### src/socket_event_defs.svh
// constants for the socket event and mask block
// assumes inclusion by bare name from the top module
`ifndef SOCKET_EVENT_DEFS_SVH
`define SOCKET_EVENT_DEFS_SVH

`define CFG_BAR_OFFSET 8'h10
`define BAR_WINDOW_BITS 12
`define BAR_RESET 20'h00000
`define FLAGS_OFFSET 10'h000
`define IRQ_ENABLE_OFFSET 10'h001
`define POWER_CYCLE_BIT 3
`define CARD_DETECT_TWO_BIT 2
`define CARD_DETECT_ONE_BIT 1
`define STATUS_CHANGE_BIT 0
`define FLAGS_RESET 4'h0
`define IRQ_ENABLE_RESET 4'h0
`define IMPL_BITS 4
`define READ_ZERO 32'h00000000

`endif

### src/socket_event_pkg.sv
// types shared by the socket event block and its surroundings
// assumes socket_event_defs.svh holds the numeric constants
package socket_event_pkg;

  // one bit per tracked socket condition, in event bit order
  typedef struct packed {
    logic power_cycle;
    logic card_detect_two;
    logic card_detect_one;
    logic card_status;
  } socket_status_t;

  // memory-space access as seen before the target's own decode
  typedef struct packed {
    logic valid;
    logic write;
    logic [31:0] addr;
    logic [3:0] byte_en;
    logic [31:0] wdata;
  } mem_access_t;

  // configuration-space access
  typedef struct packed {
    logic valid;
    logic write;
    logic [7:0] offset;
    logic [3:0] byte_en;
    logic [31:0] wdata;
  } cfg_access_t;

endpackage

### src/cardbus_socket_event_mask.sv
// socket status-change flags, interrupt enables and the card status change interrupt
// assumes socket status, force strobes and card reset come synchronous to the pci clock
`timescale 1ns/1ps
`include "socket_event_defs.svh"

// Behaviour
// - socket register set is five 32-bit registers; this block holds flags and enables.
// - registers live in memory space at a base from config offset 10h, per socket.
// - flag register answers at byte offset 00h from the socket base.
// - enable register answers at byte offset 04h from the socket base.
// - writing one clears a flag; writing zero leaves it.
// - writing one to the force-event bit sets the matching flag.
// - bus reset clears all flags.
// - leaving card reset sets the status-change and card-detect flags again at once if their inputs are high; power-cycle is not set.
// - interrupt is raised while any flag is set and enabled.
// - bits 31 to 4 of both registers read zero and ignore writes.
// - flag bit 3 sets when the power-cycle state changes.
// - flag bits 2 and 1 set when card-detect two or one changes.
// - with a CardBus card, flag bit 0 sets only on status-change rising edge.
// - with a 16-bit card, flag bit 0 sets on both status-change edges.
// - enables gate only the interrupt; flags latch regardless.
// - enable bit 3 lets a power-cycle flag interrupt; zero blocks it.
// - card-detect enable 11 lets detect flags interrupt; 00 blocks; 01 and 10 undefined.
// - enable bit 0 lets a status-change flag interrupt; reset value zero blocks it.
module cardbus_socket_event_mask #(
  parameter int FLAG_BITS = `IMPL_BITS
) (
  input wire logic clk,
  input wire logic reset_n,
  input wire socket_event_pkg::cfg_access_t cfg_access,
  output logic [31:0] cfg_rdata,
  input wire socket_event_pkg::mem_access_t mem_access,
  output logic mem_claim,
  output logic mem_ack,
  output logic [31:0] mem_rdata,
  input wire socket_event_pkg::socket_status_t socket_status,
  input wire logic cardbus_card,
  input wire logic card_in_reset,
  input wire logic force_event_write,
  input wire logic [FLAG_BITS-1:0] force_event_data,
  output logic card_status_change_interrupt
);

  // reset release through two flops
  logic rst_meta_reg;
  logic rst_sync_reg;
  logic rst_n;

  always_ff @(posedge clk or negedge reset_n)
  begin
    if (!reset_n)
    begin
      rst_meta_reg <= 1'b0;
      rst_sync_reg <= 1'b0;
    end
    else
    begin
      rst_meta_reg <= 1'b1;
      rst_sync_reg <= rst_meta_reg;
    end
  end

  assign rst_n = rst_sync_reg;

  // base address register
  logic [31-`BAR_WINDOW_BITS:0] bar_base_reg;
  logic [31-`BAR_WINDOW_BITS:0] bar_base_next;
  logic cfg_bar_sel;
  logic cfg_bar_write;
  logic [31:0] cfg_rdata_reg;
  logic [31:0] cfg_rdata_next;

  assign cfg_bar_sel = cfg_access.valid && (cfg_access.offset == `CFG_BAR_OFFSET);
  assign cfg_bar_write = cfg_bar_sel && cfg_access.write;
  // byte lanes 1 to 3 carry the base; lane 0 holds only fixed low bits
  assign bar_base_next = {
    cfg_access.byte_en[3] ? cfg_access.wdata[31:24] : bar_base_reg[19:12],
    cfg_access.byte_en[2] ? cfg_access.wdata[23:16] : bar_base_reg[11:4],
    cfg_access.byte_en[1] ? cfg_access.wdata[15:12] : bar_base_reg[3:0]
  };
  assign cfg_rdata_next = (cfg_bar_sel && !cfg_access.write) ?
    {bar_base_reg, {`BAR_WINDOW_BITS{1'b0}}} : `READ_ZERO;

  always_ff @(posedge clk or negedge rst_n)
  begin
    if (!rst_n)
    begin
      bar_base_reg <= `BAR_RESET;
      cfg_rdata_reg <= `READ_ZERO;
    end
    else
    begin
      if (cfg_bar_write)
        bar_base_reg <= bar_base_next;
      cfg_rdata_reg <= cfg_rdata_next;
    end
  end

  assign cfg_rdata = cfg_rdata_reg;

  // memory decode: word index inside the socket window
  logic mem_hit;
  logic [9:0] word_index;
  logic flags_sel;
  logic enable_sel;
  logic flags_write;
  logic enable_write;

  assign mem_hit = mem_access.valid && (mem_access.addr[31:`BAR_WINDOW_BITS] == bar_base_reg);
  assign word_index = mem_access.addr[`BAR_WINDOW_BITS-1:2];
  assign flags_sel = mem_hit && (word_index == `FLAGS_OFFSET);
  assign enable_sel = mem_hit && (word_index == `IRQ_ENABLE_OFFSET);
  // implemented bits all sit in byte lane 0; upper lanes are ignored
  assign flags_write = flags_sel && mem_access.write && mem_access.byte_en[0];
  assign enable_write = enable_sel && mem_access.write && mem_access.byte_en[0];
  assign mem_claim = mem_hit;

  // change detection against the previous sample
  socket_event_pkg::socket_status_t status_prev_reg;
  logic primed_reg;
  logic card_in_reset_prev_reg;
  logic [FLAG_BITS-1:0] status_now;
  logic [FLAG_BITS-1:0] status_prev;
  logic [FLAG_BITS-1:0] status_rise;
  logic [FLAG_BITS-1:0] status_changed;
  logic reset_exit;
  logic [FLAG_BITS-1:0] hw_set;
  logic [FLAG_BITS-1:0] force_set;
  logic [FLAG_BITS-1:0] soft_clear;
  logic [FLAG_BITS-1:0] flags_reg;
  logic [FLAG_BITS-1:0] flags_next;

  assign status_now = socket_status;
  assign status_prev = status_prev_reg;

  // first sample after reset only primes the history, so a high input is no false change
  genvar gi;
  generate
    for (gi = 0; gi < FLAG_BITS; gi++)
    begin : g_detect
      assign status_changed[gi] = primed_reg && (status_now[gi] != status_prev[gi]);
      assign status_rise[gi] = primed_reg && status_now[gi] && !status_prev[gi];
    end
  endgenerate

  assign reset_exit = card_in_reset_prev_reg && !card_in_reset;

  always_comb
  begin
    hw_set = '0;
    hw_set[`POWER_CYCLE_BIT] = status_changed[`POWER_CYCLE_BIT];
    hw_set[`CARD_DETECT_TWO_BIT] = status_changed[`CARD_DETECT_TWO_BIT];
    hw_set[`CARD_DETECT_ONE_BIT] = status_changed[`CARD_DETECT_ONE_BIT];
    hw_set[`STATUS_CHANGE_BIT] = cardbus_card ? status_rise[`STATUS_CHANGE_BIT]
                                              : status_changed[`STATUS_CHANGE_BIT];
    if (reset_exit)
    begin
      // a status-change or card-detect condition still present when card reset ends is reported again
      hw_set[`STATUS_CHANGE_BIT] = hw_set[`STATUS_CHANGE_BIT] || socket_status.card_status;
      hw_set[`CARD_DETECT_ONE_BIT] = hw_set[`CARD_DETECT_ONE_BIT] || socket_status.card_detect_one;
      hw_set[`CARD_DETECT_TWO_BIT] = hw_set[`CARD_DETECT_TWO_BIT] || socket_status.card_detect_two;
    end
  end

  assign force_set = force_event_write ? force_event_data : '0;
  assign soft_clear = flags_write ? mem_access.wdata[FLAG_BITS-1:0] : '0;
  // set beats clear so an event in the clearing cycle is kept
  assign flags_next = (flags_reg & ~soft_clear) | hw_set | force_set;

  always_ff @(posedge clk or negedge rst_n)
  begin
    if (!rst_n)
    begin
      flags_reg <= `FLAGS_RESET;
      status_prev_reg <= '0;
      primed_reg <= 1'b0;
      card_in_reset_prev_reg <= 1'b0;
    end
    else
    begin
      flags_reg <= flags_next;
      status_prev_reg <= socket_status;
      primed_reg <= 1'b1;
      card_in_reset_prev_reg <= card_in_reset;
    end
  end

  // interrupt enables
  logic [FLAG_BITS-1:0] irq_enable_reg;
  logic [FLAG_BITS-1:0] irq_gate;
  logic card_detect_enabled;

  always_ff @(posedge clk or negedge rst_n)
  begin
    if (!rst_n)
      irq_enable_reg <= `IRQ_ENABLE_RESET;
    else if (enable_write)
      irq_enable_reg <= mem_access.wdata[FLAG_BITS-1:0];
  end

  // the undefined detect codes 01 and 10 are treated as blocking
  assign card_detect_enabled = irq_enable_reg[`CARD_DETECT_TWO_BIT] && irq_enable_reg[`CARD_DETECT_ONE_BIT];

  always_comb
  begin
    irq_gate = '0;
    irq_gate[`POWER_CYCLE_BIT] = irq_enable_reg[`POWER_CYCLE_BIT];
    irq_gate[`CARD_DETECT_TWO_BIT] = card_detect_enabled;
    irq_gate[`CARD_DETECT_ONE_BIT] = card_detect_enabled;
    irq_gate[`STATUS_CHANGE_BIT] = irq_enable_reg[`STATUS_CHANGE_BIT];
  end

  // level output straight from flags; leftover flags fire as soon as enabled
  assign card_status_change_interrupt = |(flags_reg & irq_gate);

  // read data and acknowledge, one cycle after the access
  logic [31:0] mem_rdata_reg;
  logic [31:0] mem_rdata_next;
  logic mem_ack_reg;

  assign mem_rdata_next = (flags_sel && !mem_access.write) ? {{(32-FLAG_BITS){1'b0}}, flags_reg} :
                          (enable_sel && !mem_access.write) ? {{(32-FLAG_BITS){1'b0}}, irq_enable_reg} :
                          `READ_ZERO;

  always_ff @(posedge clk or negedge rst_n)
  begin
    if (!rst_n)
    begin
      mem_rdata_reg <= `READ_ZERO;
      mem_ack_reg <= 1'b0;
    end
    else
    begin
      mem_rdata_reg <= mem_rdata_next;
      mem_ack_reg <= mem_hit;
    end
  end

  assign mem_rdata = mem_rdata_reg;
  assign mem_ack = mem_ack_reg;
endmodule

### config.mk
export PLATFORM = sky130hd
export DESIGN_NAME = cardbus_socket_event_mask
export DESIGN_NICKNAME = d
export VERILOG_FILES = /design/src/socket_event_pkg.sv /design/src/cardbus_socket_event_mask.sv
export VERILOG_INCLUDE_DIRS = /design/src
export SDC_FILE = /design/constraint.sdc
export NUM_CORES = 1
export LEC_CHECK = 0
export ABC_AREA = 1
export BUFFER_PORTS_ARGS = -buffer_cell sky130_fd_sc_hd__buf_2
export CORE_ASPECT_RATIO = 1.1
export CORE_MARGIN = 2
export CORE_UTILIZATION = 40
export DETAILED_ROUTE_END_ITERATION = 12
export GPL_TIMING_DRIVEN = 0
export PLACE_DENSITY = 0.77
export SETUP_SLACK_MARGIN = 0.02
export SKIP_CTS_REPAIR_TIMING = 1
export SYNTH_ARGS = -nofsm -noshare
export SYNTH_HDL_FRONTEND = slang
export SYNTH_SLANG_ARGS = --single-unit
### constraint.sdc
create_clock -name clk -period 1.9 [get_ports clk]
set_clock_uncertainty 0.2 [all_clocks]
set_input_delay 0.285 -clock clk [delete_from_list [all_inputs] [get_ports clk]]
set_output_delay 0.285 -clock clk [all_outputs]
set_load 0.05 [all_outputs]
# Yosys cells after proc, flatten, opt, wreduce, memory -nomap -nowiden
# Cells that the tools add are included.
totals:
  in_bits: 129
  register_bits: 73
  ram_bits: 0
  mem_count: 0
  mem_bits_ro: 0
  latch_bits: 0
  word_cells: 67
  output_inout_bits: 67
op_classes:
  n_reduce_logical: 32
  n_div: 0
  shifts: 0
  n_mux: 7
  bitwise: 5
  multipliers: 0
  n_lt_le_gt_ge: 0
  add_sub_neg: 0
  eq_ne: 7
ops:
  columns: ["operator", "count"]
  rows:
  - ["32-bit 2-to-1 mux", 1]
  - ["20-bit equality test", 1]
  - ["1-bit logical AND", 20]
  - ["4-bit 2-to-1 mux", 4]
  - ["10-bit by 1-bit equality test with 1-bit output, second input constant", 1]
  - ["10-bit logical NOT", 1]
  - ["4-bit bitwise AND", 2]
  - ["8-bit by 5-bit equality test with 1-bit output, second input constant", 1]
  - ["4-bit OR", 2]
  - ["2-bit AND reduction", 3]
  - ["1-bit logical NOT", 4]
  - ["1-bit != test", 4]
  - ["4-bit inverter", 1]
  - ["4-bit OR reduction", 1]
  - ["1-bit logical OR", 3]
  - ["3-bit 2-to-1 mux", 1]
  - ["1-bit 2-to-1 mux", 1]

# Longest topological paths before layout
depth:
  depth_word: 10
  depth_mapped: 11
  depth_no_buf: 11

# Least setup slack after synthesis
# No wires, ideal clock.
synth_path:
  path_kind: "reg2out"
  from: "reg bar_base_reg[16]"
  to: "out mem_claim"
  t_arrival_ps: 1248
  path_slack_ps: 167
  n_path_buf: 0
  required_ps: 1415
  path_stages_with_launch: 6
  path_cell_list: "dfrtp_1 > xnor2_1 > nand3_1 > nor2_1 > nand3_2 > inv_1"
synth_between:
  elab_chain_len: 2
synth_lines:
  columns: ["element", "line", "text"]
  rows:
  - ["from (decl)", "cardbus_socket_event_mask.sv:66", "logic [31-`BAR_WINDOW_BITS:0] bar_base_reg;"]
  - ["from (signal assigned)", "cardbus_socket_event_mask.sv:88", "bar_base_reg <= `BAR_RESET;"]
  - ["from (signal assigned)", "cardbus_socket_event_mask.sv:94", "bar_base_reg <= bar_base_next;"]
  - ["20-bit equality test", "cardbus_socket_event_mask.sv:109", "assign mem_hit = mem_access.valid && (mem_access.addr[31:`BAR_WINDOW_BITS] == bar_base_reg);"]
  - ["1-bit logical AND", "cardbus_socket_event_mask.sv:109", null]
  - ["to (decl)", "cardbus_socket_event_mask.sv:33", "output logic mem_claim,"]
# No other way between the ends.

# Worst setup path in the final report
layout_path:
  from: "reg bar_base_reg[19]"
  to: "out mem_claim"
# The elaborated chain is that of the path after synthesis.

==> impl_metrics.csv <==
group,metric,value,unit
global_route,grt.total_usage,0.175,
global_route,maximum_number_of_pins_on_one_net_before_global_route_repair,60,
detailed_routing,num_vias,3091,
worst_setup_path,cpMostUsedCell,"nand2_1",
sta,fmaxAchievable,496,MHz
detailed_routing,average_wire_per_cell_in_the_routed_design,11.1,µm
worst_setup_path,element_type_at_the_critical_path_end,"output port",
synthesis,syn_inst,427,
detailed_routing,vias_per_instance,4.32,
worst_setup_path,cp.buffers_inverters,3,
global_route,grt_antenna_before_repair,0,
clocking,worst_setup_hold_path_clk_slew,0.07,ns
placement,dpl.hpwl,6170,µm
outcome,violations,"hold timing, setup timing",
job,drv_cap,0,
synthesis,syn_area,3310,µm²
detailed_routing,drc,0,
sta,number_of_max_slew_violations_in_the_final_report,0,
cells_and_area,design_area,4590,µm²
floorplanning,floorplan.die_area,9030,µm²
power,leakage_power,2.62,nW
worst_setup_path,timing.setup.critical_path_class,"flip-flop to output port",
synthesis,synth-warning-count,0,
worst_setup_path,timing.critical_path.slowest_stage_cell,"dfrtp_1",
sta,grt_setup_unrepaired,"true",
synthesis,synth_area_per_cell,7.76,µm²
detailed_routing,drtIter0Drc,100,
detailed_routing,ant_nets,0,
synthesis,ys_seq_area_frac,0.461,
detailed_routing,wl,7960,µm
global_route,global_route_congestion_overflow_total,0,
worst_setup_path,critical_path_peak_fanout,3,
floorplanning,die_h,99.5,µm
sta,crit_share_post_route,1.06,
synthesis,netlist-cell-type-count,33,
cells_and_area,post_route_cells_drive_above_1_share,0.378,
floorplanning,start_util,0.414,
floorplanning,die_w,90.8,µm
placement,finalWeightedCongestion,0.841,
clocking,cts_max_level,3,
clocking,cts_tree,"done",
min_path,timing.hold.worst.class,"input port to flip-flop",
cells_and_area,synthToLayoutAreaGrowth,38.5,%
cells_and_area,num_antenna_cells,0,
worst_setup_path,crit_family,"simple AND/OR/NAND/NOR gates",
clocking,cts-buffers-inserted,9,
synthesis,synth_top_flop_cell,"dfrtp_1",
power,powerDensity,681,nW/µm²
cells_and_area,final_core_util,0.574,
clocking,cts.root.buffer_cell,"clkbuf_8",
worst_setup_path,largest_incremental_delay_on_the_critical_path,0.38,ns
worst_setup_path,cp.required,1.41,ns
sta,worst-slew-pin-transition,0.759,ns
floorplanning,floorplan.rows,34,
sta,slew_headroom,0.494,
cells_and_area,layoutNonFillerInstCount,716,
clocking,clock-sinks,61,
global_route,number_of_global_route_vias_before_repair,2927,
worst_setup_path,r2r_setup_slk,-0.01,ns
synthesis,synth_seq_cells,61,
cells_and_area,finalNetCount,732,
synthesis,async_reset_ff_frac,1.00,
placement,port_buffers,109,
power,design_power_total,3.12,mW
global_route,grt_pass1_wl,12600,µm
clocking,clkLatencyLatePin,0.33,ns
sta,whs,-0.00695,ns
clocking,cts_buffer_depth,2,
outcome,run_status,"finished with violations",
worst_setup_path,critical_path_arrival,1.53,ns
worst_setup_path,worstPathCellList,"inv_1 > nand2_1 > nand2_1 > nor2_1 > nand2_1 > nor2_2 > nand3_2 > inv_2 > buf_8",
synthesis,post_synth_edffs,0,
placement,placed_area,4150,µm²
sta,finalHoldViolCount,6,
detailed_routing,drtPass1Iterations,7,
power,ir_drop,0.000350,V
sta,timing.final.setup_violations,4,
placement,placed_cells_incl_taps,684,
sta,timing.final.crit_period,2.01,ns
cells_and_area,layout.filler_cells,758,
floorplanning,ios,196,
sta,minimum_setup_slack_in_the_final_design,-0.115,ns
floorplanning,core,8000,µm²
worst_setup_path,cp-start-kind,"flip-flop",
-- report_power, final --
part	internal (mW)	leakage (nW)	switching (mW)
Combinational	0.179	1.69	0.303
Clock	0.807	0.116	0.490
Sequential	1.31	0.811	0.0332
-- path summary, 6_finish.rpt --
kind                                     start            end  depth (start not counted)
max                           bar_base_reg[19]      mem_claim                          9
min                        force_event_data[2]   flags_reg[2]                          3
max reg2reg                   bar_base_reg[19]   mem_rdata[0]                         13
min reg2reg                       rst_meta_reg          rst_n                          0
max in group asynchronous                rst_n  cfg_rdata[12]                          0
min in group asynchronous              reset_n          rst_n                          2
-- per-layer routing --
metal	vias up	global-route usage	share of wire
met4	0	0.0781	0.017
li1	1561	-	-
met1	1402	0.207	0.39
met3	14	0.0348	0.062
met2	114	0.308	0.53
met5	-	0	0
-- worst register-to-register path: stages, from the launching register on --
cell and delay (ns):
dfrtp_1 0.38, inv_1 0.07, nand2_1 0.09, nand2_1 0.07, nor2_1 0.11, nand2_1 0.07, nor2_2 0.09, nand3_2 0.10
buf_4 0.15, buf_6 0.12, nor2_4 0.19, nor2_1 0.06, nand2_1 0.06, nand2_1 0.05
-- area by class of cell --
class | instances | area, µm² | area share
flip-flops and latches | 61 | 1530 | 0.333
multi-input cells | 288 | 1390 | 0.303
repair buffers | 125 | 702 | 0.153
plain buffers | 44 | 330 | 0.0720
inverters | 74 | 278 | 0.0605
clock buffers | 12 | 155 | 0.0338
well taps | 108 | 135 | 0.0294
clock inverters | 4 | 70.1 | 0.0153
-- synth_stat cells, types with 2 or more instances --
library cell / instances / area, µm²
buf_4: 40 / 300
inv_2: 2 / 7.51
buf_6: 2 / 22.5
nand3_2: 3 / 30.0
a32o_1: 2 / 20.0
dfrtp_1: 61 / 1530
o21ai_2: 16 / 140
conb_1: 2 / 7.51
nand2_2: 4 / 25.0
a221oi_1: 2 / 17.5
inv_1: 71 / 267
nand2_1: 116 / 435
or2_2: 2 / 12.5
clkbuf_1: 2 / 7.51
o21ai_0: 7 / 35.0
nor2_1: 57 / 214
nand3_1: 14 / 70.1
xnor2_1: 2 / 17.5
nor2_2: 2 / 12.5
nand4_1: 7 / 43.8
-- kinds of logic (layout without fill, tap and decap cells) --
logic type,after synthesis,after routing,share of synthesized area
AOI/OAI and AO/OA,31,31,0.0717
DFF,61,61,0.461
buffers and inverters,118,259,0.183
other,2,42,0.00227
and+or+nand+nor,213,213,0.277
xor gates and xnor gates,2,2,0.00529
-- metrics by stage --
step                      setup WS, ns  setup TNS (ns)
final                           -0.115          -0.138
after global routing            -0.237           -1.40
after CTS                       -0.434          -0.520
after detailed placement       -0.0791          -0.184
after global placement         -0.0680         -0.0680
after floorplan                  0.167               0
-- cell usage in the layout, fill, tap and decap left out, types with 13 or more instances in the layout --
| master | netlist | final |
|---|---|---|
| nand2_2 | 4 | 13 |
| buf_4 | 40 | 46 |
| conb_1 | 2 | 42 |
| buf_2 | 0 | 108 |
| nor2_1 | 57 | 51 |
| dfrtp_1 | 61 | 60 |
| nand3_1 | 14 | 14 |
| o21ai_2 | 16 | 17 |
| nand2_1 | 116 | 107 |
| inv_1 | 71 | 64 |
Note: power is estimated with default switching activity, not from simulation.
